--- src/hpp_pkg.sv ---
package hpp_pkg;

  // Register select encodings
  localparam logic [1:0] SEL_CTRL = 2'h0;
  localparam logic [1:0] SEL_DATA_INC = 2'h1;
  localparam logic [1:0] SEL_ADDR = 2'h2;
  localparam logic [1:0] SEL_DATA = 2'h3;

  // Reset values and address step
  localparam logic [15:0] CTRL_RESET = 16'h0000;
  localparam logic [31:0] ADDR_RESET = 32'h0000_0000;
  localparam logic [31:0] DATA_RESET = 32'h0000_0000;
  localparam logic [31:0] WORD_STEP = 32'h0000_0004;

  // Timing, in CPU clock periods or ns
  localparam int CLK_PERIOD_NS = 5;
  localparam int DATA_LEAD_P = 2;
  localparam int BUS_HOLD_NS = 3;
  localparam int BUS_HOLD_CYC_RAW = (BUS_HOLD_NS + CLK_PERIOD_NS - 1) / CLK_PERIOD_NS;
  localparam int BUS_HOLD_CYC = (BUS_HOLD_CYC_RAW < 1) ? 1 : BUS_HOLD_CYC_RAW;

  // Write buffer
  localparam int WR_FIFO_DEPTH = 32;

  typedef enum logic [1:0] {
    ST_IDLE = 2'h0,
    ST_FETCH = 2'h1,
    ST_LEAD = 2'h3,
    ST_PUSH = 2'h2
  } hpp_state_t;

  typedef struct packed {
    logic [1:0] reg_sel;
    logic rd;
    logic hw;
  } hpp_sel_t;

  typedef struct packed {
    logic [31:0] addr;
    logic [31:0] data;
  } hpp_wr_t;

  function automatic logic is_data(input logic [1:0] s);
    is_data = (s == SEL_DATA_INC) || (s == SEL_DATA);
  endfunction : is_data

endpackage : hpp_pkg

--- src/hpp_port.sv ---
// Notes on behaviour
// - Transfer strobe is NOT(strobe one XOR strobe two) OR chip select, active low.
// - Ready is driven only with chip select low; held low while deselected.
// - Ready shows busy at chip select fall if an earlier operation is unfinished.
// - First halfword of a data read fetches a word unless one is already prefetched; busy until loaded.
// - After second halfword of data write or incrementing read, busy until done.
// - Every other access keeps ready low.
// - Control and address register accesses never change ready.
// - Address strobe optional; tied high selects latch at transfer strobe fall.
// - Read drives data bus after strobe falls, releases it after strobe rises.
// - Read data is on the bus two clock periods before ready falls.
// - Read data holds briefly after strobe rises before the bus is released.
`timescale 1ns/100ps
module hpp_port (
  // Clock and reset
  input wire logic clk,
  input wire logic srst,
  // Host pins
  input wire logic port_chip_select,
  input wire logic data_strobe_one,
  input wire logic data_strobe_two,
  input wire logic address_latch_strobe,
  input wire logic [1:0] register_select,
  input wire logic read_write_dir,
  input wire logic halfword_identifier,
  input wire logic [15:0] port_data_bus_in,
  output logic [15:0] port_data_bus_out,
  output logic port_data_bus_oe,
  output logic port_ready_n,
  // Control register contents
  output logic [15:0] host_ctrl,
  // Read requests to the internal address generator
  output logic rd_req_valid,
  input wire logic rd_req_ready,
  output logic [31:0] rd_req_addr,
  input wire logic rd_rsp_valid,
  input wire logic [31:0] rd_rsp_data,
  // Buffered writes to memory
  output logic wr_valid,
  input wire logic wr_ready,
  output hpp_pkg::hpp_wr_t wr_word
);

  logic [23:0] pins_sync;
  logic cs_n;
  logic ds1;
  logic ds2;
  logic as_n;
  logic [15:0] din;
  hpp_pkg::hpp_sel_t cur_sel;
  logic strobe_n;
  logic strb_fall;
  logic strb_rise;
  logic as_fall;
  hpp_pkg::hpp_sel_t acc_sel;
  logic first_data_rd;
  logic fifo_in_ready;
  hpp_pkg::hpp_wr_t fifo_in_data;

  logic strb_d_reg;
  logic strb_d_next;
  logic as_d_reg;
  logic as_d_next;
  hpp_pkg::hpp_sel_t sel_reg;
  hpp_pkg::hpp_sel_t sel_next;
  logic as_seen_reg;
  logic as_seen_next;
  hpp_pkg::hpp_state_t state_reg;
  hpp_pkg::hpp_state_t state_next;
  logic [15:0] ctrl_reg;
  logic [15:0] ctrl_next;
  logic [31:0] addr_reg;
  logic [31:0] addr_next;
  logic [31:0] data_reg;
  logic [31:0] data_next;
  logic dvalid_reg;
  logic dvalid_next;
  logic rd_wait_reg;
  logic rd_wait_next;
  logic req_sent_reg;
  logic req_sent_next;
  logic inc_reg;
  logic inc_next;
  logic [1:0] lead_reg;
  logic [1:0] lead_next;
  logic oe_reg;
  logic oe_next;
  logic [1:0] hold_reg;
  logic [1:0] hold_next;
  logic [15:0] dout_reg;
  logic [15:0] dout_next;

  // Pins come from the host's timing domain
  hpp_sync #(
    .WIDTH(24)
  ) u_sync (
    .clk(clk),
    .srst(srst),
    .async_in({port_chip_select, data_strobe_one, data_strobe_two, address_latch_strobe,
               register_select, read_write_dir, halfword_identifier, port_data_bus_in}),
    .sync_out(pins_sync)
  );

  assign cs_n = pins_sync[23];
  assign ds1 = pins_sync[22];
  assign ds2 = pins_sync[21];
  assign as_n = pins_sync[20];
  assign cur_sel = hpp_pkg::hpp_sel_t'(pins_sync[19:16]);
  assign din = pins_sync[15:0];

  assign strobe_n = ~(ds1 ^ ds2) | cs_n;
  assign strb_fall = strb_d_reg && !strobe_n;
  assign strb_rise = !strb_d_reg && strobe_n;
  assign as_fall = as_d_reg && !as_n;

  // selects from address strobe if seen, else strobe fall
  assign acc_sel = (strb_fall && !as_seen_reg) ? cur_sel : sel_reg;
  assign first_data_rd = acc_sel.rd && !acc_sel.hw && hpp_pkg::is_data(acc_sel.reg_sel);

  // busy state survives deselection and shows at next select
  // idle state with no pending read means no wait
  assign port_ready_n = !cs_n &&
    ((state_reg != hpp_pkg::ST_IDLE) || rd_wait_reg || (strb_fall && first_data_rd));

  assign rd_req_valid = (state_reg == hpp_pkg::ST_FETCH) && !req_sent_reg;
  assign rd_req_addr = addr_reg;
  assign host_ctrl = ctrl_reg;
  assign port_data_bus_out = dout_reg;
  assign port_data_bus_oe = oe_reg;
  assign fifo_in_data = '{addr: addr_reg, data: data_reg};

  always_comb begin
    strb_d_next = strobe_n;
    as_d_next = as_n;
    sel_next = sel_reg;
    as_seen_next = as_seen_reg;
    state_next = state_reg;
    ctrl_next = ctrl_reg;
    addr_next = addr_reg;
    data_next = data_reg;
    dvalid_next = dvalid_reg;
    rd_wait_next = rd_wait_reg;
    req_sent_next = req_sent_reg;
    inc_next = inc_reg;
    lead_next = lead_reg;
    oe_next = oe_reg;
    hold_next = hold_reg;

    // early latch while strobe still inactive
    if (as_fall && strobe_n) begin
      sel_next = cur_sel;
      as_seen_next = 1'b1;
    end

    if (strb_fall) begin
      sel_next = acc_sel;
      if (acc_sel.rd) begin
        oe_next = 1'b1;
        hold_next = '0;
      end
      // first halfword data read waits for a loaded word
      if (first_data_rd) begin
        rd_wait_next = 1'b1;
      end
    end

    if (strb_rise) begin
      as_seen_next = 1'b0;
      rd_wait_next = 1'b0;
      // hold read data past strobe rise
      if (oe_reg) begin
        hold_next = 2'(hpp_pkg::BUS_HOLD_CYC);
      end
      if (!sel_reg.rd) begin
        // control writes only store; address writes also mark the loaded word invalid
        case (sel_reg.reg_sel)
          hpp_pkg::SEL_CTRL: begin
            ctrl_next = din;
          end
          hpp_pkg::SEL_ADDR: begin
            if (sel_reg.hw) begin
              addr_next[31:16] = din;
            end else begin
              addr_next[15:0] = din;
            end
            dvalid_next = 1'b0;
          end
          default: begin
            if (sel_reg.hw) begin
              data_next[31:16] = din;
              // second write halfword retires the word
              state_next = hpp_pkg::ST_PUSH;
              inc_next = (sel_reg.reg_sel == hpp_pkg::SEL_DATA_INC);
            end else begin
              data_next[15:0] = din;
            end
            dvalid_next = 1'b0;
          end
        endcase
      end else if (sel_reg.hw && hpp_pkg::is_data(sel_reg.reg_sel)) begin
        dvalid_next = 1'b0;
        // incrementing read prefetches the next word
        if (sel_reg.reg_sel == hpp_pkg::SEL_DATA_INC) begin
          addr_next = addr_reg + hpp_pkg::WORD_STEP;
          state_next = hpp_pkg::ST_FETCH;
          req_sent_next = 1'b0;
        end
      end
    end

    if (hold_reg != '0) begin
      hold_next = hold_reg - 1'b1;
      if (hold_reg == 2'h1) begin
        oe_next = 1'b0;
      end
    end

    case (state_reg)
      hpp_pkg::ST_IDLE: begin
        // a read arriving during earlier work is served afterwards
        if (rd_wait_reg && !strb_rise) begin
          lead_next = '0;
          state_next = dvalid_reg ? hpp_pkg::ST_LEAD : hpp_pkg::ST_FETCH;
          req_sent_next = 1'b0;
        end
      end
      hpp_pkg::ST_FETCH: begin
        if (rd_req_valid && rd_req_ready) begin
          req_sent_next = 1'b1;
        end
        // busy until the word is loaded
        if (req_sent_reg && rd_rsp_valid) begin
          data_next = rd_rsp_data;
          dvalid_next = 1'b1;
          lead_next = '0;
          state_next = rd_wait_reg ? hpp_pkg::ST_LEAD : hpp_pkg::ST_IDLE;
        end
      end
      hpp_pkg::ST_LEAD: begin
        // bus data settles before ready falls
        lead_next = lead_reg + 1'b1;
        if (lead_reg == 2'(hpp_pkg::DATA_LEAD_P) || strb_rise) begin
          state_next = hpp_pkg::ST_IDLE;
          rd_wait_next = 1'b0;
        end
      end
      hpp_pkg::ST_PUSH: begin
        // Full buffer stretches the busy phase rather than dropping data
        if (fifo_in_ready) begin
          if (inc_reg) begin
            addr_next = addr_reg + hpp_pkg::WORD_STEP;
          end
          state_next = hpp_pkg::ST_IDLE;
        end
      end
      default: begin
        state_next = hpp_pkg::ST_IDLE;
      end
    endcase
  end

  // Read mux is registered so the bus never shows a decode glitch
  always_comb begin
    case (sel_next.reg_sel)
      hpp_pkg::SEL_CTRL: dout_next = ctrl_reg;
      hpp_pkg::SEL_ADDR: dout_next = sel_next.hw ? addr_reg[31:16] : addr_reg[15:0];
      default: dout_next = sel_next.hw ? data_reg[31:16] : data_reg[15:0];
    endcase
  end

  always_ff @(posedge clk) begin
    if (srst) begin
      strb_d_reg <= 1'b1;
      as_d_reg <= 1'b1;
      sel_reg <= '0;
      as_seen_reg <= 1'b0;
      state_reg <= hpp_pkg::ST_IDLE;
      ctrl_reg <= hpp_pkg::CTRL_RESET;
      addr_reg <= hpp_pkg::ADDR_RESET;
      data_reg <= hpp_pkg::DATA_RESET;
      dvalid_reg <= 1'b0;
      rd_wait_reg <= 1'b0;
      req_sent_reg <= 1'b0;
      inc_reg <= 1'b0;
      lead_reg <= '0;
      oe_reg <= 1'b0;
      hold_reg <= '0;
      dout_reg <= '0;
    end else begin
      strb_d_reg <= strb_d_next;
      as_d_reg <= as_d_next;
      sel_reg <= sel_next;
      as_seen_reg <= as_seen_next;
      state_reg <= state_next;
      ctrl_reg <= ctrl_next;
      addr_reg <= addr_next;
      data_reg <= data_next;
      dvalid_reg <= dvalid_next;
      rd_wait_reg <= rd_wait_next;
      req_sent_reg <= req_sent_next;
      inc_reg <= inc_next;
      lead_reg <= lead_next;
      oe_reg <= oe_next;
      hold_reg <= hold_next;
      dout_reg <= dout_next;
    end
  end

  hpp_fifo #(
    .WIDTH($bits(hpp_pkg::hpp_wr_t)),
    .DEPTH(hpp_pkg::WR_FIFO_DEPTH)
  ) u_wr_fifo (
    .clk(clk),
    .srst(srst),
    .in_valid(state_reg == hpp_pkg::ST_PUSH),
    .in_ready(fifo_in_ready),
    .in_data(fifo_in_data),
    .out_valid(wr_valid),
    .out_ready(wr_ready),
    .out_data(wr_word)
  );

endmodule : hpp_port

--- src/hpp_sync.sv ---
`timescale 1ns/100ps
module hpp_sync #(
  parameter int WIDTH = 1
) (
  // Clock and reset
  input wire logic clk,
  input wire logic srst,
  // Data
  input wire logic [WIDTH-1:0] async_in,
  output logic [WIDTH-1:0] sync_out
);

  logic [WIDTH-1:0] meta_reg;
  logic [WIDTH-1:0] meta_next;
  logic [WIDTH-1:0] sync_reg;
  logic [WIDTH-1:0] sync_next;

  always_comb begin
    meta_next = async_in;
    sync_next = meta_reg;
  end

  // Reset value is all ones so idle strobes read inactive
  always_ff @(posedge clk) begin
    if (srst) begin
      meta_reg <= '1;
      sync_reg <= '1;
    end else begin
      meta_reg <= meta_next;
      sync_reg <= sync_next;
    end
  end

  assign sync_out = sync_reg;

endmodule : hpp_sync

--- src/hpp_fifo.sv ---
`timescale 1ns/100ps
module hpp_fifo #(
  parameter int WIDTH = 64,
  parameter int DEPTH = 32
) (
  // Clock and reset
  input wire logic clk,
  input wire logic srst,
  // Fill side
  input wire logic in_valid,
  output logic in_ready,
  input wire logic [WIDTH-1:0] in_data,
  // Drain side
  output logic out_valid,
  input wire logic out_ready,
  output logic [WIDTH-1:0] out_data
);

  localparam int AW = $clog2(DEPTH);

  logic [WIDTH-1:0] mem [DEPTH];
  logic [AW-1:0] wptr_reg;
  logic [AW-1:0] wptr_next;
  logic [AW-1:0] rptr_reg;
  logic [AW-1:0] rptr_next;
  logic [AW:0] count_reg;
  logic [AW:0] count_next;
  logic push;
  logic pop;

  assign in_ready = (count_reg != (AW+1)'(DEPTH));
  assign out_valid = (count_reg != '0);
  assign out_data = mem[rptr_reg];
  assign push = in_valid && in_ready;
  assign pop = out_valid && out_ready;

  always_comb begin
    wptr_next = wptr_reg;
    rptr_next = rptr_reg;
    count_next = count_reg;
    if (push) begin
      wptr_next = (wptr_reg == AW'(DEPTH - 1)) ? '0 : wptr_reg + 1'b1;
    end
    if (pop) begin
      rptr_next = (rptr_reg == AW'(DEPTH - 1)) ? '0 : rptr_reg + 1'b1;
    end
    if (push && !pop) begin
      count_next = count_reg + 1'b1;
    end else if (pop && !push) begin
      count_next = count_reg - 1'b1;
    end
  end

  always_ff @(posedge clk) begin
    if (srst) begin
      wptr_reg <= '0;
      rptr_reg <= '0;
      count_reg <= '0;
    end else begin
      wptr_reg <= wptr_next;
      rptr_reg <= rptr_next;
      count_reg <= count_next;
    end
  end

  // Storage needs no reset; only written entries are ever read
  always_ff @(posedge clk) begin
    if (push) begin
      mem[wptr_reg] <= in_data;
    end
  end

endmodule : hpp_fifo

--- config.mk ---
export PLATFORM = sky130hd
export DESIGN_NAME = hpp_port
export DESIGN_NICKNAME = d
export VERILOG_FILES = /design/src/hpp_pkg.sv /design/src/hpp_port.sv /design/src/hpp_sync.sv /design/src/hpp_fifo.sv
export SDC_FILE = /design/constraint.sdc
export NUM_CORES = 2
export LEC_CHECK = 0
export BUFFER_PORTS_ARGS = -buffer_cell sky130_fd_sc_hd__buf_2
export CAP_MARGIN = 20
export CORE_ASPECT_RATIO = 1.25
export CORE_MARGIN = 2
export CORE_UTILIZATION = 50
export CTS_CLUSTER_DIAMETER = 40
export DETAILED_ROUTE_END_ITERATION = 16
export HOLD_SLACK_MARGIN = 0.03
export PLACE_DENSITY = 0.66
export SLEW_MARGIN = 20
export SYNTH_ARGS = -nofsm -noshare
export SYNTH_HDL_FRONTEND = slang
export SYNTH_SLANG_ARGS = --single-unit
export TNS_END_PERCENT = 10
--- constraint.sdc ---
create_clock -name clk -period 6 [get_ports clk]
set_clock_uncertainty 0.05 [all_clocks]
set_input_delay 0.9 -clock clk [delete_from_list [all_inputs] [get_ports clk]]
set_output_delay 0.9 -clock clk [all_outputs]
set_load 0.005 [all_outputs]
After elaboration in Yosys (flattened, before gate mapping)
Memories as Yosys holds them, arrays and structs flattened. A register that Yosys moved wholly into a read port is not among the register bits.
Cells that the tools add are included.
{"block": "word_totals", "reg_bits": 178, "mem_bits_rw": 2048, "in_bits": 61, "out_inout_bits": 132, "word_cells": 173, "memories": 1}
{"name": "u_wr_fifo.mem", "words": 32, "word_bits": 64, "rd": 1, "rd_clocked_by_memory_dff": 1, "write_ports": 1, "line": "hpp_fifo.sv:21", "source": "logic [WIDTH-1:0] mem [DEPTH];"}
{"block": "classes", "n_addsub": 7, "n_eq_ne": 16, "mux": 74, "bitwise_logic": 5, "reduce_logical": 47}
{"op": "32-bit two-way mux", "count": 13}
{"op": "16-bit two-way mux", "count": 6}
{"op": "2-bit two-way mux", "count": 19}
{"op": "32-bit by 3-bit adder with 32-bit output, second input constant", "count": 1}
{"op": "16-bit one-hot mux with 2 select lines", "count": 1}
{"op": "1-bit two-way mux", "count": 23}
{"op": "5-bit two-way mux", "count": 4}
{"op": "1-bit logical AND", "count": 18}
{"op": "2-bit == test, second input constant", "count": 7}
{"op": "4-bit two-way mux", "count": 3}
{"op": "6-bit two-way mux", "count": 2}
{"op": "5-bit by 1-bit adder with 5-bit output, second input constant", "count": 2}
{"op": "5-bit == test, second input constant", "count": 2}
{"op": "1-bit logical NOT", "count": 10}
{"op": "2-bit by 1-bit == test with 1-bit output, second input constant", "count": 4}
{"op": "2-bit one-hot mux with 4 select lines", "count": 1}
{"op": "2-bit nonzero test", "count": 4}
{"op": "6-bit by 1-bit adder with 6-bit output, second input constant", "count": 1}
{"op": "2-bit logical NOT", "count": 3}
{"op": "6-bit != test, second input constant", "count": 1}
{"op": "2-bit one-hot mux with 3 select lines", "count": 1}
{"op": "3-bit AND reduction", "count": 2}
{"op": "6-bit nonzero test", "count": 1}
{"op": "6-bit by 1-bit subtractor with 6-bit output, second input constant", "count": 1}
{"op": "other kinds (12)", "count": 19}

Logic depth before layout (Yosys ltp)
{"block": "logic_depth", "depth_word": 15, "depth_mapped": 13, "ltp_nobuf": 12}

By module
A second synthesis with hierarchy kept.
{"block": "unflattened", "cells_unflattened": 4679, "hier_area_um2": 86457.9}
{"module": "hpp_fifo", "instances": 1, "cells_each": 3824, "area_per_inst_um2": 79045.8, "seq_area_each_um2": 61919.4}
{"module": "hpp_port", "instances": 1, "cells_each": 754, "area_per_inst_um2": 6109.6, "seq_area_each_um2": 2282.2}
{"module": "hpp_sync", "instances": 1, "cells_each": 101, "area_per_inst_um2": 1302.5, "seq_area_each_um2": 960.9}

Worst setup path after synthesis
OpenSTA, ideal clock, no wires.
{"block": "synth_timing", "path_type": "register to register", "start": "register state_reg[0]", "end": "memory u_wr_fifo.mem[28][0], enable pin", "setup_ns": 0.487, "arrival_ns": 4.080, "required_ns": 5.463, "path_slack_ns": 1.383, "path_stages_with_launch": 7, "n_path_buf": 2, "period_less_slack_ns": 4.617, "cell_sequence": "dfxtp_1 buf_2 nand2b_1 a31oi_1 clkbuf_1 nand2_1 nor2_1"}
{"block": "synth_between", "elab_chain_cells": 4}
{"element": "from (decl)", "line": "hpp_port.sv:68", "source": "hpp_pkg::hpp_state_t state_reg;"}
{"element": "from (signal assigned)", "line": "hpp_port.sv:277", "source": "state_reg <= hpp_pkg::ST_IDLE;"}
{"element": "from (signal assigned)", "line": "hpp_port.sv:294", "source": "state_reg <= state_next;"}
{"element": "2-bit == test", "line": "hpp_port.sv:315", "source": ".in_valid(state_reg == hpp_pkg::ST_PUSH),"}
{"element": "1-bit logical AND", "line": "hpp_fifo.sv:34", "source": "assign push = in_valid && in_ready;"}
{"element": "named net u_wr_fifo.push", "line": "hpp_fifo.sv:28", "source": "logic push;"}
{"element": "1-bit two-way mux", "line": "hpp_fifo.sv:68", "source": "if (push) begin"}
{"element": "1-bit two-way mux (not written as such)", "line": "hpp_fifo.sv:69", "source": "mem[wptr_reg] <= in_data;"}
{"element": "to (decl)", "line": "hpp_fifo.sv:21"}
The timed path passes the listed nets, and every way through them passes these cells.

==> results.md <==
* Clock transition at the registers of the reported paths at 60 ps
* Post-DP HPWL at 121000 um
* Final setup fails at 0
* Multi-input gate area at 0.0196 mm2
* Vias per cell at 6.44
* Final min period at 5000 ps
* Required time of the worst setup path at 5050 ps
* R2r endpoint: u_wr_fifo.mem[23][47]$_DFFE_PP_
* Post-CTS setup repair buffer count at 0
* Max-cap violations at 0
* Core ar. at 0.170 mm2
* Xor/xnor share of the synthesized area at 0.00205
* Remaining global-route overflow at 0
* Die Y at 466 um
* Die area at 0.174 mm2
* 1st-iter DRT viols at 5847
* Syn nets at 3937
* DR WL/cell at 33.9 um
* Cts hold-fix bufs at 0
* Final #Nets at 4304
* Yosys reg bits at 2231
* Synth Area in Adders at 0.00228
* Main combinational cell family by area after synthesis: multiplexers
* Share of layout cells above drive strength 1 at 0.346
* P per Cell Area at 370 mW/mm2
* Initial Utilization at 0.504
* Outcome: finished clean
* Mux share of post-synthesis cell area at 0.182
* Remaining antenna violation count after routing at 0
* Width of the die at 374 um
* Worst setup EP type: output port
* TritonCTS Buffers at 226
* Synth Flop Type: edfxtp_1
* Reg2reg start: state_reg[1]$_SDFF_PP0_
* Worst IR drop on VDD at 0.000250 V
* Crit path capture: wr_word[37]
* Slew Viols, Final at 0
* Area growth syn-to-layout at 14.3%
* Max reg flops at 2048
* RSZ-0062 raised after global routing: no
* CTS Sinks at 2231
* Final period util at 0.833
* Netlist cell types at 58
* Rows at 169
* Lkg Pwr at 31.4 nW
* Routability cong. at 0.861
* Sequential share of the synthesized area at 0.762
* Worst EP arrival at 4050 ps
* Crit Path Class: reg -> out
* Critical path peak fanout at 38
* Critical-path cell list: buf_4 -> mux4_2 -> mux4_2 -> mux2_2 -> buf_2
* Worst-skew pair later-pin latency at 870 ps
* I/O Buffers at 192
* Simple-gate area share of the yosys netlist at 0.0233
* Post-synthesis cell count at 3861
* Mapped Area at 0.0855 mm2
* EDFF count, synth at 2048
* R2r setup slk at 2230 ps
* Yosys Warn Count at 0
* First-pass GRT wire length at 318000 um
* Gr usage total at 0.259
* IO Count at 193
* Max clock buf depth at 3
* Post-CTS sizing at 0
* Final WS setup at 999 ps
* Slowest-stage cell, CP: dfxtp_4
* Worst slew margin at 0.226
* Vias in the first global route at 42300
* Largest net degree at the start of global routing at 90
* Most used cell, CP: mux4_2
* # H-tree levels at 4
* Syn Area/Cell at 22.2 um2
* Max frequency at 200 MHz
* CTS tree: yes
* Sequential cell area at 0.0652 mm2
* Post-synth ARST share at 0
* Clock root buffer: clkbuf_16
* Critical Path Max Stage Delay at 1060 ps
* Place WS at 1840 ps
* R2R cell count at 6
* DR vias at 42800
* Synth Area in Compound Gates at 0.0165
* Hold Path Class: in -> reg
* Filler instances at 12200
* Drt pass-1 iters at 5
* Sum Neg Setup Slack at 0 ps
* Hold Vio Cnt, Final at 0
* Worst Max-Slew Pin Slew at 1150 ps
* Final wirelength at 225000 um
* Drt drc at 0
* Initial antenna violation count at 11
* Critical path launch point type: flop
==> per-layer routing <==
metal | share of wire | wire length, um | track usage | up-vias
met3 | 0.11 | 24300 | 0.0639 | 335
met2 | 0.47 | 105000 | 0.396 | 2384
li1 | - | - | - | 17000
met1 | 0.40 | 89900 | 0.377 | 23000
met4 | 0.024 | 5480 | 0.0718 | 6
met5 | 0.00015 | 34 | 0 | -
==> logic make-up after synthesis <==
| kind of cell | Yosys count |
|---|---|
| flops | 2231 |
| mux | 747 |
| simple gates | 401 |
| buf+inv | 234 |
| compound gates | 213 |
| xor+xnor | 20 |
| fa+ha+maj | 15 |
==> where the power goes <==
part	total [mW]	internal [mW]	switching (mW)
clock network	13.8	7.81	6.01
registers	17.0	16.8	0.228
logic	5.31	2.98	2.34
==> worst min path at each step <==
stage	depth (start not counted)	startpoint	endpoint
final	2	port_data_bus_in[6]	u_sync.meta_reg[6]$_SDFF_PP1_
after global routing	2	port_data_bus_in[6]	u_sync.meta_reg[6]$_SDFF_PP1_
after CTS	2	port_data_bus_in[6]	u_sync.meta_reg[6]$_SDFF_PP1_
after detailed placement	1	u_sync.meta_reg[15]$_SDFF_PP1_	u_sync.sync_out[15]$_SDFF_PP1_
after global placement	1	u_sync.meta_reg[13]$_SDFF_PP1_	u_sync.sync_out[13]$_SDFF_PP1_
after floorplan	1	u_sync.meta_reg[0]$_SDFF_PP1_	u_sync.sync_out[0]$_SDFF_PP1_
==> final cells by class <==
cell class                      count  share of cell area
Antenna cell                        2           0.0000512
Sequential cell                  2231               0.667
Inverter                           21            0.000806
Tap cell                         2223              0.0284
Multi-Input combinational cell   1396               0.201
Timing Repair Buffer              352              0.0279
Clock inverter                    137              0.0135
Clock buffer                      279              0.0617
==> synthesized netlist by cell type, types with 2 or more instances <==
| library cell | instances | area, um2 |
|---|---|---|
| and2_1 | 3 | 18.8 |
| o21ai_0 | 27 | 135 |
| nand2_1 | 71 | 267 |
| mux2_2 | 67 | 754 |
| nand4_1 | 10 | 62.6 |
| nor2_1 | 139 | 522 |
| a21oi_1 | 55 | 275 |
| nor3_1 | 14 | 70.1 |
| xnor2_1 | 15 | 131 |
| a22oi_1 | 11 | 82.6 |
| buf_6 | 12 | 135 |
| and4_1 | 2 | 17.5 |
| ha_1 | 14 | 175 |
| a311oi_1 | 10 | 87.6 |
| nor3b_1 | 2 | 15.0 |
| a21o_1 | 4 | 30.0 |
| xor2_1 | 5 | 43.8 |
| a222oi_1 | 2 | 20.0 |
| nor2b_1 | 10 | 62.6 |
| nor4_2 | 3 | 37.5 |
| and3_1 | 38 | 238 |
| a31oi_1 | 5 | 31.3 |
| nand3_1 | 18 | 90.1 |
| edfxtp_1 | 2048 | 61500 |
| clkbuf_1 | 120 | 450 |
| nand3b_1 | 5 | 37.5 |
| a211oi_1 | 64 | 480 |
| o22ai_1 | 14 | 87.6 |
| o311ai_0 | 5 | 43.8 |
| o221a_2 | 2 | 22.5 |
| a211o_1 | 2 | 17.5 |
| nand2b_1 | 6 | 37.5 |
| buf_1 | 23 | 86.3 |
| dfxtp_1 | 183 | 3660 |
| mux2i_1 | 40 | 400 |
| or2_2 | 52 | 325 |
| inv_1 | 21 | 78.8 |
| buf_2 | 57 | 285 |
| o21a_1 | 4 | 30.0 |
| mux4_2 | 640 | 14400 |
| nor4_1 | 21 | 131 |
==> placed cells by master (no fill, tap or decap), types with 39 or more instances in the layout <==
master	instances
a21oi_1	55
nand2_1	71
buf_2	191
clkbuf_1	39
mux4_2	640
clkbuf_16	229
edfxtp_1	2048
dfxtp_1	165
or2_2	52
buf_4	118
nor2_1	107
buf_12	40
a211oi_1	64
mux2_2	67
==> stage by stage <==
step / power (mW) / hold WS (ps) / util / instance area [um2] / std cells
2_1_floorplan: 21.3 / 339 / - / 85500 / 3861
3_3_place_gp: 22.7 / 349 / 0.532 / 90300 / 6220
3_5_place_dp: 22.7 / 346 / 0.532 / 90400 / 6222
4_1_cts: 36.4 / 103 / 0.575 / 97700 / 6638
5_1_grt: 37.3 / 142 / 0.576 / 97800 / 6640
6_report: 36.1 / 166 / 0.576 / 97800 / 6641
==> critical path, delay by kind of cell (launching register included) <==
kind	cells	cell delay, ps
multiplexers	3	1430
flip-flops	1	1060
buffers and inverters	2	660
(Power assumes the default switching activity.)
